$ cat config.mk
export PLATFORM = sky130hd
export DESIGN_NAME = acc_conv_ctrl
export DESIGN_NICKNAME = d
export VERILOG_FILES = /design/src/hw/acc_pkg.sv /design/src/hw/acc_conv_ctrl.sv
export SDC_FILE = /design/constraint.sdc
export NUM_CORES = 1
export LEC_CHECK = 0
export ABC_AREA = 1
export BUFFER_PORTS_ARGS = -buffer_cell sky130_fd_sc_hd__buf_2
export CAP_MARGIN = 30
export CORE_MARGIN = 1.5
export CORE_UTILIZATION = 56
export DETAILED_ROUTE_END_ITERATION = 7
export PLACE_DENSITY = 0.88
export SYNTH_ARGS = -nofsm -noshare
export SYNTH_HDL_FRONTEND = slang
export SYNTH_SLANG_ARGS = --single-unit
$ cat constraint.sdc
create_clock -name i_clk -period 2.2 [get_ports i_clk]
set_input_delay 0.22 -clock i_clk [delete_from_list [all_inputs] [get_ports i_clk]]
set_output_delay 0.22 -clock i_clk [all_outputs]
set_load 0.005 [all_outputs]
$ cat src/hw/acc_pkg.sv
package acc_pkg;
	// ----------------------------------------
	// Register map (byte offsets on the plain port)
	// ----------------------------------------
	localparam logic [2:0] ACC_OFS_CTRL0    = 3'h0;
	localparam logic [2:0] ACC_OFS_CTRL1    = 3'h1;
	localparam logic [2:0] ACC_OFS_RES_HIGH = 3'h2;
	localparam logic [2:0] ACC_OFS_RES_LOW  = 3'h3;
	localparam logic [2:0] ACC_OFS_IRQ      = 3'h4;
	// ----------------------------------------
	// Control register 0 fields
	// ----------------------------------------
	localparam int ACC_C0_CHAN_LSB  = 0;
	localparam int ACC_C0_FMT_BIT   = 4;
	localparam int ACC_C0_POWER_BIT = 5;
	localparam int ACC_C0_BUSY_BIT  = 6;
	localparam int ACC_C0_START_BIT = 7;
	// ----------------------------------------
	// Control register 1 fields
	// ----------------------------------------
	localparam int ACC_C1_DIV_LSB  = 0;
	localparam int ACC_C1_VREF_LSB = 3;
	localparam int ACC_C1_SRC_LSB  = 5;
	// ----------------------------------------
	// Interrupt control register fields
	// ----------------------------------------
	localparam int ACC_IRQ_FLAG_BIT = 0;
	localparam int ACC_IRQ_CONV_BIT = 1;
	localparam int ACC_IRQ_MF_BIT   = 2;
	localparam int ACC_IRQ_GLB_BIT  = 3;
	// ----------------------------------------
	// Reset values and codes
	// ----------------------------------------
	localparam logic [7:0] ACC_CTRL0_RST = 8'h00;
	localparam logic [7:0] ACC_CTRL1_RST = 8'h00;
	localparam logic [2:0] ACC_SRC_BANDGAP = 3'h1;
	localparam logic [2:0] ACC_SRC_AMP0    = 3'h2;
	localparam logic [2:0] ACC_SRC_AMP1    = 3'h3;
	localparam logic [2:0] ACC_SRC_VSS     = 3'h4;
	localparam logic [3:0] ACC_CHAN_FLOAT  = 4'hE;
	// ----------------------------------------
	// Conversion timing in conversion clock cycles
	// ----------------------------------------
	localparam int ACC_SAMPLE_CYC  = 4;
	localparam int ACC_CONVERT_CYC = 12;
	localparam int ACC_TOTAL_CYC   = ACC_SAMPLE_CYC + ACC_CONVERT_CYC;
	localparam int ACC_RES_W       = 12;
	typedef enum logic [1:0] {
		ACC_ST_IDLE   = 2'b00,
		ACC_ST_RESET  = 2'b01,
		ACC_ST_SAMPLE = 2'b10,
		ACC_ST_CONV   = 2'b11
	} acc_state_t;
endpackage

$ cat src/hw/acc_conv_ctrl.sv
// Strobed register access and the placing of the registers were left to the implementer.
`timescale 1ns/10ps
// Overview of operation
// Software starts a conversion with one high pulse on the start bit.
// Start rising edge resets converter; falling edge begins the conversion.
// Busy flag stays high while conversion runs, clears when finished.
// Result appears in high and low result bytes once busy falls.
// Internal source selection disconnects the external channel input.
// External source routes the channel named by the four-bit selector.
// Software configures the shared pin for analog input before use.
// Converter is powered only while the power-on bit is one.
// Clearing power-on switches off the conversion circuitry entirely; the code still drives o_int_source and o_vref_sel while it is clear.
// Conversion clock divider follows the three-bit selector in control 1.
// Reference source follows the two-bit selector in control 1.
// Result layout across bytes follows the format bit in control 0.
// Interrupt needs global, converter and multi-function enables all set.
// Result is a 12-bit unsigned code, step equals reference over 4096.
// Code transitions sit half LSB low; last one 1.5 LSB below reference.
// Software configures clock, power, input, reference, format, then starts.
// Software may poll the busy flag instead of using the interrupt.
// A clearable converter interrupt request flag is provided.
// Each conversion is 4 sampling plus 12 converting clock cycles.
// Divider codes 0 to 7 divide the system clock by 1 to 128.
// Source codes pick bandgap, amplifiers, negative supply or a pin.
// Busy sets at start falling edge; request flag rises as busy falls.
// Sequencer stays idle and ignores start while power-on is clear.
module acc_conv_ctrl
	import acc_pkg::*;
#(
	parameter int DIV_W = 3
) (
	input  wire logic                 i_clk,
	input  wire logic                 i_rst,
	input  wire logic [2:0]           i_addr,
	input  wire logic [7:0]           i_wdata,
	input  wire logic                 i_wr,
	input  wire logic                 i_rd,
	output logic      [7:0]           o_rdata,
	input  wire logic [acc_pkg::ACC_RES_W-1:0] i_sar_code,
	output logic                      o_power_on,
	output logic                      o_conv_reset,
	output logic                      o_sample,
	output logic                      o_convert,
	output logic                      o_ext_connect,
	output logic      [3:0]           o_ext_channel,
	output logic      [2:0]           o_int_source,
	output logic      [1:0]           o_vref_sel,
	output logic                      o_irq
);
	import acc_pkg::*;

	// ----------------------------------------
	// State
	// ----------------------------------------
	typedef struct packed {
		logic [7:0]           ctrl0;
		logic [7:0]           ctrl1;
		logic [3:0]           irq_ctl;
		acc_state_t           state;
		logic [6:0]           pre;
		logic [4:0]           cyc;
		logic                 tick;
		logic [ACC_RES_W-1:0] result;
		logic [7:0]           rdata;
	} acc_regs_t;

	acc_regs_t s_r;
	acc_regs_t s_nxt;

	logic       start_bit;
	logic       power;
	logic       fmt;
	logic [2:0] div_sel;
	logic [2:0] src_sel;
	logic [6:0] div_max;
	logic       ext_src;
	logic       busy;
	logic       done;

	function automatic logic is_external(input logic [2:0] src);
		is_external = !(src == ACC_SRC_BANDGAP || src == ACC_SRC_AMP0 ||
			src == ACC_SRC_AMP1 || src == ACC_SRC_VSS);
	endfunction

	assign start_bit = s_r.ctrl0[ACC_C0_START_BIT];
	assign power     = s_r.ctrl0[ACC_C0_POWER_BIT];
	assign fmt       = s_r.ctrl0[ACC_C0_FMT_BIT];
	assign div_sel   = s_r.ctrl1[ACC_C1_DIV_LSB +: 3];
	assign src_sel   = s_r.ctrl1[ACC_C1_SRC_LSB +: 3];
	assign ext_src   = is_external(src_sel);
	// Divider terminal count: 2**sel - 1
	assign div_max   = 7'((8'h01 << div_sel) - 8'h01);
	assign busy      = (s_r.state == ACC_ST_SAMPLE) ||
		(s_r.state == ACC_ST_CONV);
	assign done = s_r.tick && (s_r.state == ACC_ST_CONV) &&
		(s_r.cyc == 5'(ACC_TOTAL_CYC - 1));

	// ----------------------------------------
	// Next state
	// ----------------------------------------
	always_comb begin
		logic [7:0] w_ctrl0;
		w_ctrl0 = i_wdata;
		s_nxt = s_r;
		s_nxt.rdata = 8'h00;
		s_nxt.tick = 1'b0;
		if (i_wr) begin
			if (i_addr == ACC_OFS_CTRL0) begin
				// Busy bit is read-only
				w_ctrl0[ACC_C0_BUSY_BIT] = 1'b0;
				s_nxt.ctrl0 = w_ctrl0;
			end else if (i_addr == ACC_OFS_CTRL1) begin
				s_nxt.ctrl1 = i_wdata;
			end else if (i_addr == ACC_OFS_IRQ) begin
				s_nxt.irq_ctl = i_wdata[3:0];
			end
		end
		// Conversion clock prescaler
		if (s_r.pre >= div_max) begin
			s_nxt.pre = 7'h00;
			s_nxt.tick = 1'b1;
		end else begin
			s_nxt.pre = s_r.pre + 7'h01;
		end
		case (s_r.state)
			ACC_ST_IDLE: begin
				if (power && s_nxt.ctrl0[ACC_C0_START_BIT] && !start_bit) begin
					s_nxt.state = ACC_ST_RESET;
				end
			end
			ACC_ST_RESET: begin
				if (!s_nxt.ctrl0[ACC_C0_START_BIT]) begin
					s_nxt.state = ACC_ST_SAMPLE;
					s_nxt.cyc = 5'h00;
					s_nxt.pre = 7'h00;
				end
			end
			ACC_ST_SAMPLE: begin
				if (s_r.tick) begin
					s_nxt.cyc = s_r.cyc + 5'h01;
					if (s_r.cyc == 5'(ACC_SAMPLE_CYC - 1)) begin
						s_nxt.state = ACC_ST_CONV;
					end
				end
			end
			ACC_ST_CONV: begin
				if (s_r.tick) begin
					s_nxt.cyc = s_r.cyc + 5'h01;
				end
				if (done) begin
					s_nxt.state = ACC_ST_IDLE;
					s_nxt.result = i_sar_code;
					s_nxt.irq_ctl[ACC_IRQ_FLAG_BIT] = 1'b1;
				end
			end
			default: begin
				s_nxt.state = ACC_ST_IDLE;
			end
		endcase
		// A restart pulse during a conversion resets the converter again
		if (busy && s_nxt.ctrl0[ACC_C0_START_BIT] && !start_bit) begin
			s_nxt.state = ACC_ST_RESET;
		end
		if (!power) begin
			s_nxt.state = ACC_ST_IDLE;
		end
		if (i_rd) begin
			if (i_addr == ACC_OFS_CTRL0) begin
				s_nxt.rdata = s_r.ctrl0;
				s_nxt.rdata[ACC_C0_BUSY_BIT] = busy;
			end else if (i_addr == ACC_OFS_CTRL1) begin
				s_nxt.rdata = s_r.ctrl1;
			end else if (i_addr == ACC_OFS_RES_HIGH) begin
				// format 0 left-aligned, 1 right-aligned
				s_nxt.rdata = fmt ? {4'h0, s_r.result[11:8]} :
					s_r.result[11:4];
			end else if (i_addr == ACC_OFS_RES_LOW) begin
				s_nxt.rdata = fmt ? s_r.result[7:0] :
					{s_r.result[3:0], 4'h0};
			end else if (i_addr == ACC_OFS_IRQ) begin
				s_nxt.rdata = {4'h0, s_r.irq_ctl};
			end
		end
	end

	always_ff @(posedge i_clk or posedge i_rst) begin
		if (i_rst) begin
			s_r <= '{ctrl0: ACC_CTRL0_RST, ctrl1: ACC_CTRL1_RST,
				irq_ctl: 4'h0, state: ACC_ST_IDLE, pre: 7'h00,
				cyc: 5'h00, tick: 1'b0, result: 12'h000,
				rdata: 8'h00};
		end else begin
			s_r <= s_nxt;
		end
	end

	// ----------------------------------------
	// Outputs
	// ----------------------------------------
	assign o_rdata       = s_r.rdata;
	assign o_power_on    = power;
	assign o_conv_reset  = s_r.state == ACC_ST_RESET;
	assign o_sample      = s_r.state == ACC_ST_SAMPLE;
	assign o_convert     = s_r.state == ACC_ST_CONV;
	assign o_ext_connect = power && ext_src &&
		(s_r.ctrl0[ACC_C0_CHAN_LSB +: 4] < ACC_CHAN_FLOAT);
	assign o_ext_channel = s_r.ctrl0[ACC_C0_CHAN_LSB +: 4];
	assign o_int_source  = ext_src ? 3'h0 : src_sel;
	assign o_vref_sel    = s_r.ctrl1[ACC_C1_VREF_LSB +: 2];
	assign o_irq = s_r.irq_ctl[ACC_IRQ_FLAG_BIT] &&
		s_r.irq_ctl[ACC_IRQ_CONV_BIT] && s_r.irq_ctl[ACC_IRQ_MF_BIT] &&
		s_r.irq_ctl[ACC_IRQ_GLB_BIT];
endmodule

# [After elaboration in Yosys (flattened, before gate mapping)]
# Index checks and enable logic that the tools add are counted.
[op_classes] add_sub_neg=3 order_cmp=2 n_eq_ne=20 shift=1 n_mux=29 bitwise=2 n_reduce_logical=27
[op_table] cell="$mux W8" count=9
[op_table] cell="$mux W20" count=1
[op_table] cell="$mux W14" count=1
[op_table] cell="$mux W7" count=2
[op_table] cell="$eq A3 B2 Y1 const B" count=4
[op_table] cell="$mux W12" count=1
[op_table] cell="$mux W4" count=3
[op_table] cell="$logic_and A1 B1 Y1" count=11
[op_table] cell="$mux W2" count=5
[op_table] cell="$pmux W5 S2" count=1
[op_table] cell="$ne A4 B2 Y1 const B" count=2
[op_table] cell="$ne A4 B3 Y1 const B" count=2
[op_table] cell="$pmux W2 S4" count=1
[op_table] cell="$add A7 B1 Y7 const B" count=1
[op_table] cell="$ge A7 B7 Y1" count=1
[op_table] cell="$shl A1 B3 Y7 const A" count=1
[op_table] cell="$sub A7 B1 Y7 const B" count=1
[op_table] cell="$eq A3 B1 Y1 const B" count=2
[op_table] cell="$eq A3 B3 Y1 const B" count=2
[op_table] cell="$mux W3" count=2
[op_table] cell="$reduce_and A3 Y1" count=2
[op_table] cell="$add A5 B1 Y5 const B" count=1
[op_table] cell="$eq A5 B2 Y1 const B" count=1
[op_table] cell="$eq A5 B4 Y1 const B" count=1
[op_table] cell="other kinds (18)" count=26
[totals] regBits=54 inputBits=27

# [Longest topological paths before layout]
[depth] ltp_word=11 mapped_depth=14 depth_no_buf=14

# [Worst setup path after synthesis]
# OpenSTA, ideal clock, no wires.
[synth_path] path_kind="register to register" from="register s_r[21] in the netlist's numbering" to="register s_r[13] in the netlist's numbering" setup_time_ns=0.125 arrival_time_ns=1.529 required_time_ns=2.075 path_slack_ns=0.546 stages_incl_launch_ff=9 synth_period_minus_slack_ns=1.654 path_cell_list="dfrtp_1 ha_1 inv_1 nor2_1 ha_1 nand2_1 nor2_4 buf_2 mux2_2"
[synth_via] elab_chain_cells=3
[synth_lines] item="from (decl)" line="acc_conv_ctrl.sv:67" text="acc_regs_t s_r;"
[synth_lines] item="from (signal assigned)" line="acc_conv_ctrl.sv:188" text="s_r <= '{ctrl0: ACC_CTRL0_RST, ctrl1: ACC_CTRL1_RST,"
[synth_lines] item="from (signal assigned)" line="acc_conv_ctrl.sv:193" text="s_r <= s_nxt;"
[synth_lines] item="$eq A5 B4 Y1" line="acc_conv_ctrl.sv:96" text="(s_r.cyc == 5'(ACC_TOTAL_CYC - 1));"
[synth_lines] item="$logic_and A1 B1 Y1" line="acc_conv_ctrl.sv:95" text="assign done = s_r.tick && (s_r.state == ACC_ST_CONV) &&"
[synth_lines] item="$reduce_and A2 Y1 (no source line)"
# Every way passes these cells.
# A chain may end at the register's enable or synchronous reset.

==> key figures <==
Run status
  • Status: complete, no violations

Detailed routing
  • Post-DR vias/cell: 5.38
  • Iteration-0 DRC Markers: 182
  • Drt wl/cell: 13.4 um
  • Drt drc: 0
  • Detail Route Antenna Nets: 0
  • DRT Pass-1 Iters: 4
  • Final WL: 6.36 mm
  • Vias: 2,561

GRT
  • First-pass GRT wire length: ~10 mm
  • Initial antenna violation count: 0
  • Total grt overflow: 0
  • Pin count of the biggest net entering global routing: 27
  • Vias in the first global route: approximately 2.4k
  • Global-route total usage across every layer: 24.5%

Layout
  • Ant diodes: 0
  • Share of post-route cells with drive strength above 1: 19.5%
  • Nets: 442
  • Area Growth Syn to Fin: 11.5%

Synth
  • Ys Warns: 0
  • Post-synthesis sequential area ratio: 45.7%
  • Synth Cell Area: 2960 um^2
  • Syn_area_per_cell: 8.08 um^2
  • Register bit total from synthesis: 54
  • Syn Nets: 403
  • Yosys cell types: 34
  • Post-Syn Instances: 366

Floorplanning
  • Top Ports: 50
  • Core area: 5110 um^2
  • # rows: 26
  • Die H: 75.7 um
  • Initial Util: 57.9%
  • DIE AREA: around 5700 um^2
  • Die width: between 70 and 80 um

Clock network
  • Post-CTS Setup Repair Bufs: 0
  • Post-cts repair resize count: 0
  • Root buffer cell: clkbuf_8
  • CTS Buf Count: 5
  • TritonCTS clock tree: yes
  • Clk sinks: 54
  • Htree depth: 2
  • Clk_lat worst skew: 0.31 ns
  • Worst-path clk slew: 0.09 ns
  • Max clock buf depth: 2

Timing
  • Tcrit/Tclk final: 83.1%
  • Final setup TNS: 0 ns
  • Max Clk Rate: about 550 MHz
  • Worst clock skew: around 0.0073 ns
  • Fin crit period: 1.83 ns
  • Final setup fails: 0
  • Worst slew pin tran: 0.660 ns
  • Fin. Hold Viols: 0
  • Slew headroom: a little under three fifths
  • RSZ-0062 raised after global routing: no
  • Max Slew Vio Count: 0

Power
  • Sequential share of power: 48.9%
  • Comb power frac: between 20% and 30%
  • Power per Cell Area: 810 nW/um^2
  • Psw: 894 uW
  • Max VDD drop: 0.506 mV
  • Leak: 0.00174 uW
  • Total chip power: 2670 uW
  • Sw frac: about a third
  • Int Pwr: 1780 uW
  • Clock Power Share: 24.3%

Critical path
  • Critical Path RT: 2.38 ns
  • Startpoint Class: flip-flop
  • Worst Setup SP: div_sel[2]
  • Reg2Reg Setup Slack: 0.37 ns
  • CP max stage delay: 0.58 ns
  • Nature of the critical path endpoint: flip-flop
  • Worst EP arrival: 2.00 ns
  • R2R Path End: s_r[30]
  • CP max-delay cell: o2111ai_1
  • Crit path kind: flip-flop to flip-flop
  • R2r startpoint: div_sel[2]
  • R2R cell count: 5
  • CP cell instances: nand3_1, ha_1, nand2_1, o2111ai_1, nor2_1
  • CP Max Fanout: 8

Job
  • Max Cap Violations: 0

Placed design
  • RePlAce Congestion: 0.898
  • Post-detail-place hpwl: 4.84 mm
  • IO Port Bufs: 49

Hold path
  • HP Class: primary input to flip-flop
  • Hold wc startpoint: i_sar_code[8]
  • Min-Delay Endpoint: s_r[16]
  • Hold Path Stages: 3
## flip-flops by register name, summed over array words and instances (netlist names)
signal         flops
fmt                1
o_rdata            8
o_vref_sel         2
o_ext_channel      4
s_r               35
o_power_on         1
div_sel            3
## through the flow
step | instances | hold WS [ns] | cell area, um^2 | util [%] | worst slack, ns
finish | 476 | 0.108 | 3300 | 64.6 | 0.372
global placement | 467 | 0.293 | 3180 | 62.2 | 0.438
CTS | 476 | 0.106 | 3300 | 64.6 | 0.371
floorplan | 366 | 0.330 | 2960 | - | 0.546
global route | 476 | 0.124 | 3300 | 64.6 | 0.109
detailed placement | 467 | 0.310 | 3180 | 62.2 | 0.387
## placed cells by master (no fill, tap or decap), types with 3 or more instances in the layout
cell,synthesis,layout
mux2_2,3,3
a21oi_1,19,19
dfrtp_1,54,54
o221ai_1,4,4
buf_4,15,4
inv_2,3,4
o21ai_1,6,6
nand4_1,3,3
nor2_2,3,3
xor2_1,3,3
buf_2,2,49
clkbuf_8,0,5
o21ai_0,39,39
nand3_1,16,16
nand2_1,79,79
ha_1,10,10
inv_1,45,44
nor2_1,33,33
## routing by layer
metal	wire, um	up-vias	track usage (%)
met3	349	19	3.97
met4	155	0	10.9
met2	3220	83	43.1
met5	0	-	0
met1	2640	1193	29.6
li1	-	1266	-
## cells in the mapped netlist, drive strengths merged
cell | n | area (um^2)
o221ai | 4 | 35.0
a31oi | 2 | 12.5
o2111ai | 2 | 17.5
xor2 | 3 | 26.3
nor2 | 38 | 165
nor3 | 1 | 5.00
nand2 | 81 | 309
inv | 48 | 180
nand3 | 17 | 90.1
dfrtp | 54 | 1350
a31o | 1 | 8.76
o211ai | 1 | 7.51
clkbuf | 5 | 18.8
o22ai | 2 | 12.5
nand4 | 4 | 40.0
nand3b | 2 | 15.0
o21ai | 45 | 225
o21bai | 2 | 15.0
xnor2 | 1 | 8.76
nor4 | 1 | 6.26
buf | 17 | 123
mux2 | 5 | 56.3
ha | 10 | 125
a21oi | 20 | 104
## power groups by stage
stage | logic (uW) | registers, uW | clock network, uW
6_report | 714 | 1310 | 650
5_1_grt | 836 | 1340 | 697
4_1_cts | 715 | 1310 | 665
3_5_place_dp | 695 | 1330 | 0
3_3_place_gp | 667 | 1320 | 0
2_1_floorplan | 566 | 1270 | 0
## cell families (layout without fill, tap and decap cells)
kind of cell,Yosys count,after routing,share of synthesized area (%)
AO/OA/AOI/OAI,79,79,14.8
XOR/XNOR,4,4,1.18
multiplexers,5,5,1.90
AND/OR/NAND/NOR,144,144,21.3
adder cells (fa/ha/maj),10,10,4.23
buffers and inverters,70,110,10.9
flip-flops,54,54,45.7
## layout make-up
type | count | area (um^2)
inverter | 48 | 180
clock inverter | 3 | 40.0
timing repair buffer | 54 | 285
fill | 466 | 1810
clock buffer | 5 | 68.8
multi-input combinational | 242 | 1280
sequential | 54 | 1350
tap | 70 | 87.6
## repair_timing
action / 4_1_cts / 5_1_grt
hold buffers: 1 / 0
endpoints found under the setup margin: 0 / 0
endpoints found under the hold margin: 24 / 0
## how the worst max path moves through the flow
stage          endpoint  slack [ns]  cells past startpoint
3_5_place_dp    s_r[14]        0.39                      8
6_report        s_r[30]        0.37                      5
3_3_place_gp    s_r[13]        0.44                      8
5_1_grt         s_r[26]        0.11                      7
2_1_floorplan   s_r[13]        0.55                      8
4_1_cts         s_r[30]        0.37                      5
## critical path, delay by kind of cell (launching register included)
kind,cells,cell delay (ns)
AOI/OAI and AO/OA,1,0.58
adders and majority gates,1,0.33
DFF,1,0.47
and+or+nand+nor,3,0.31
(Power assumes the default switching activity.)
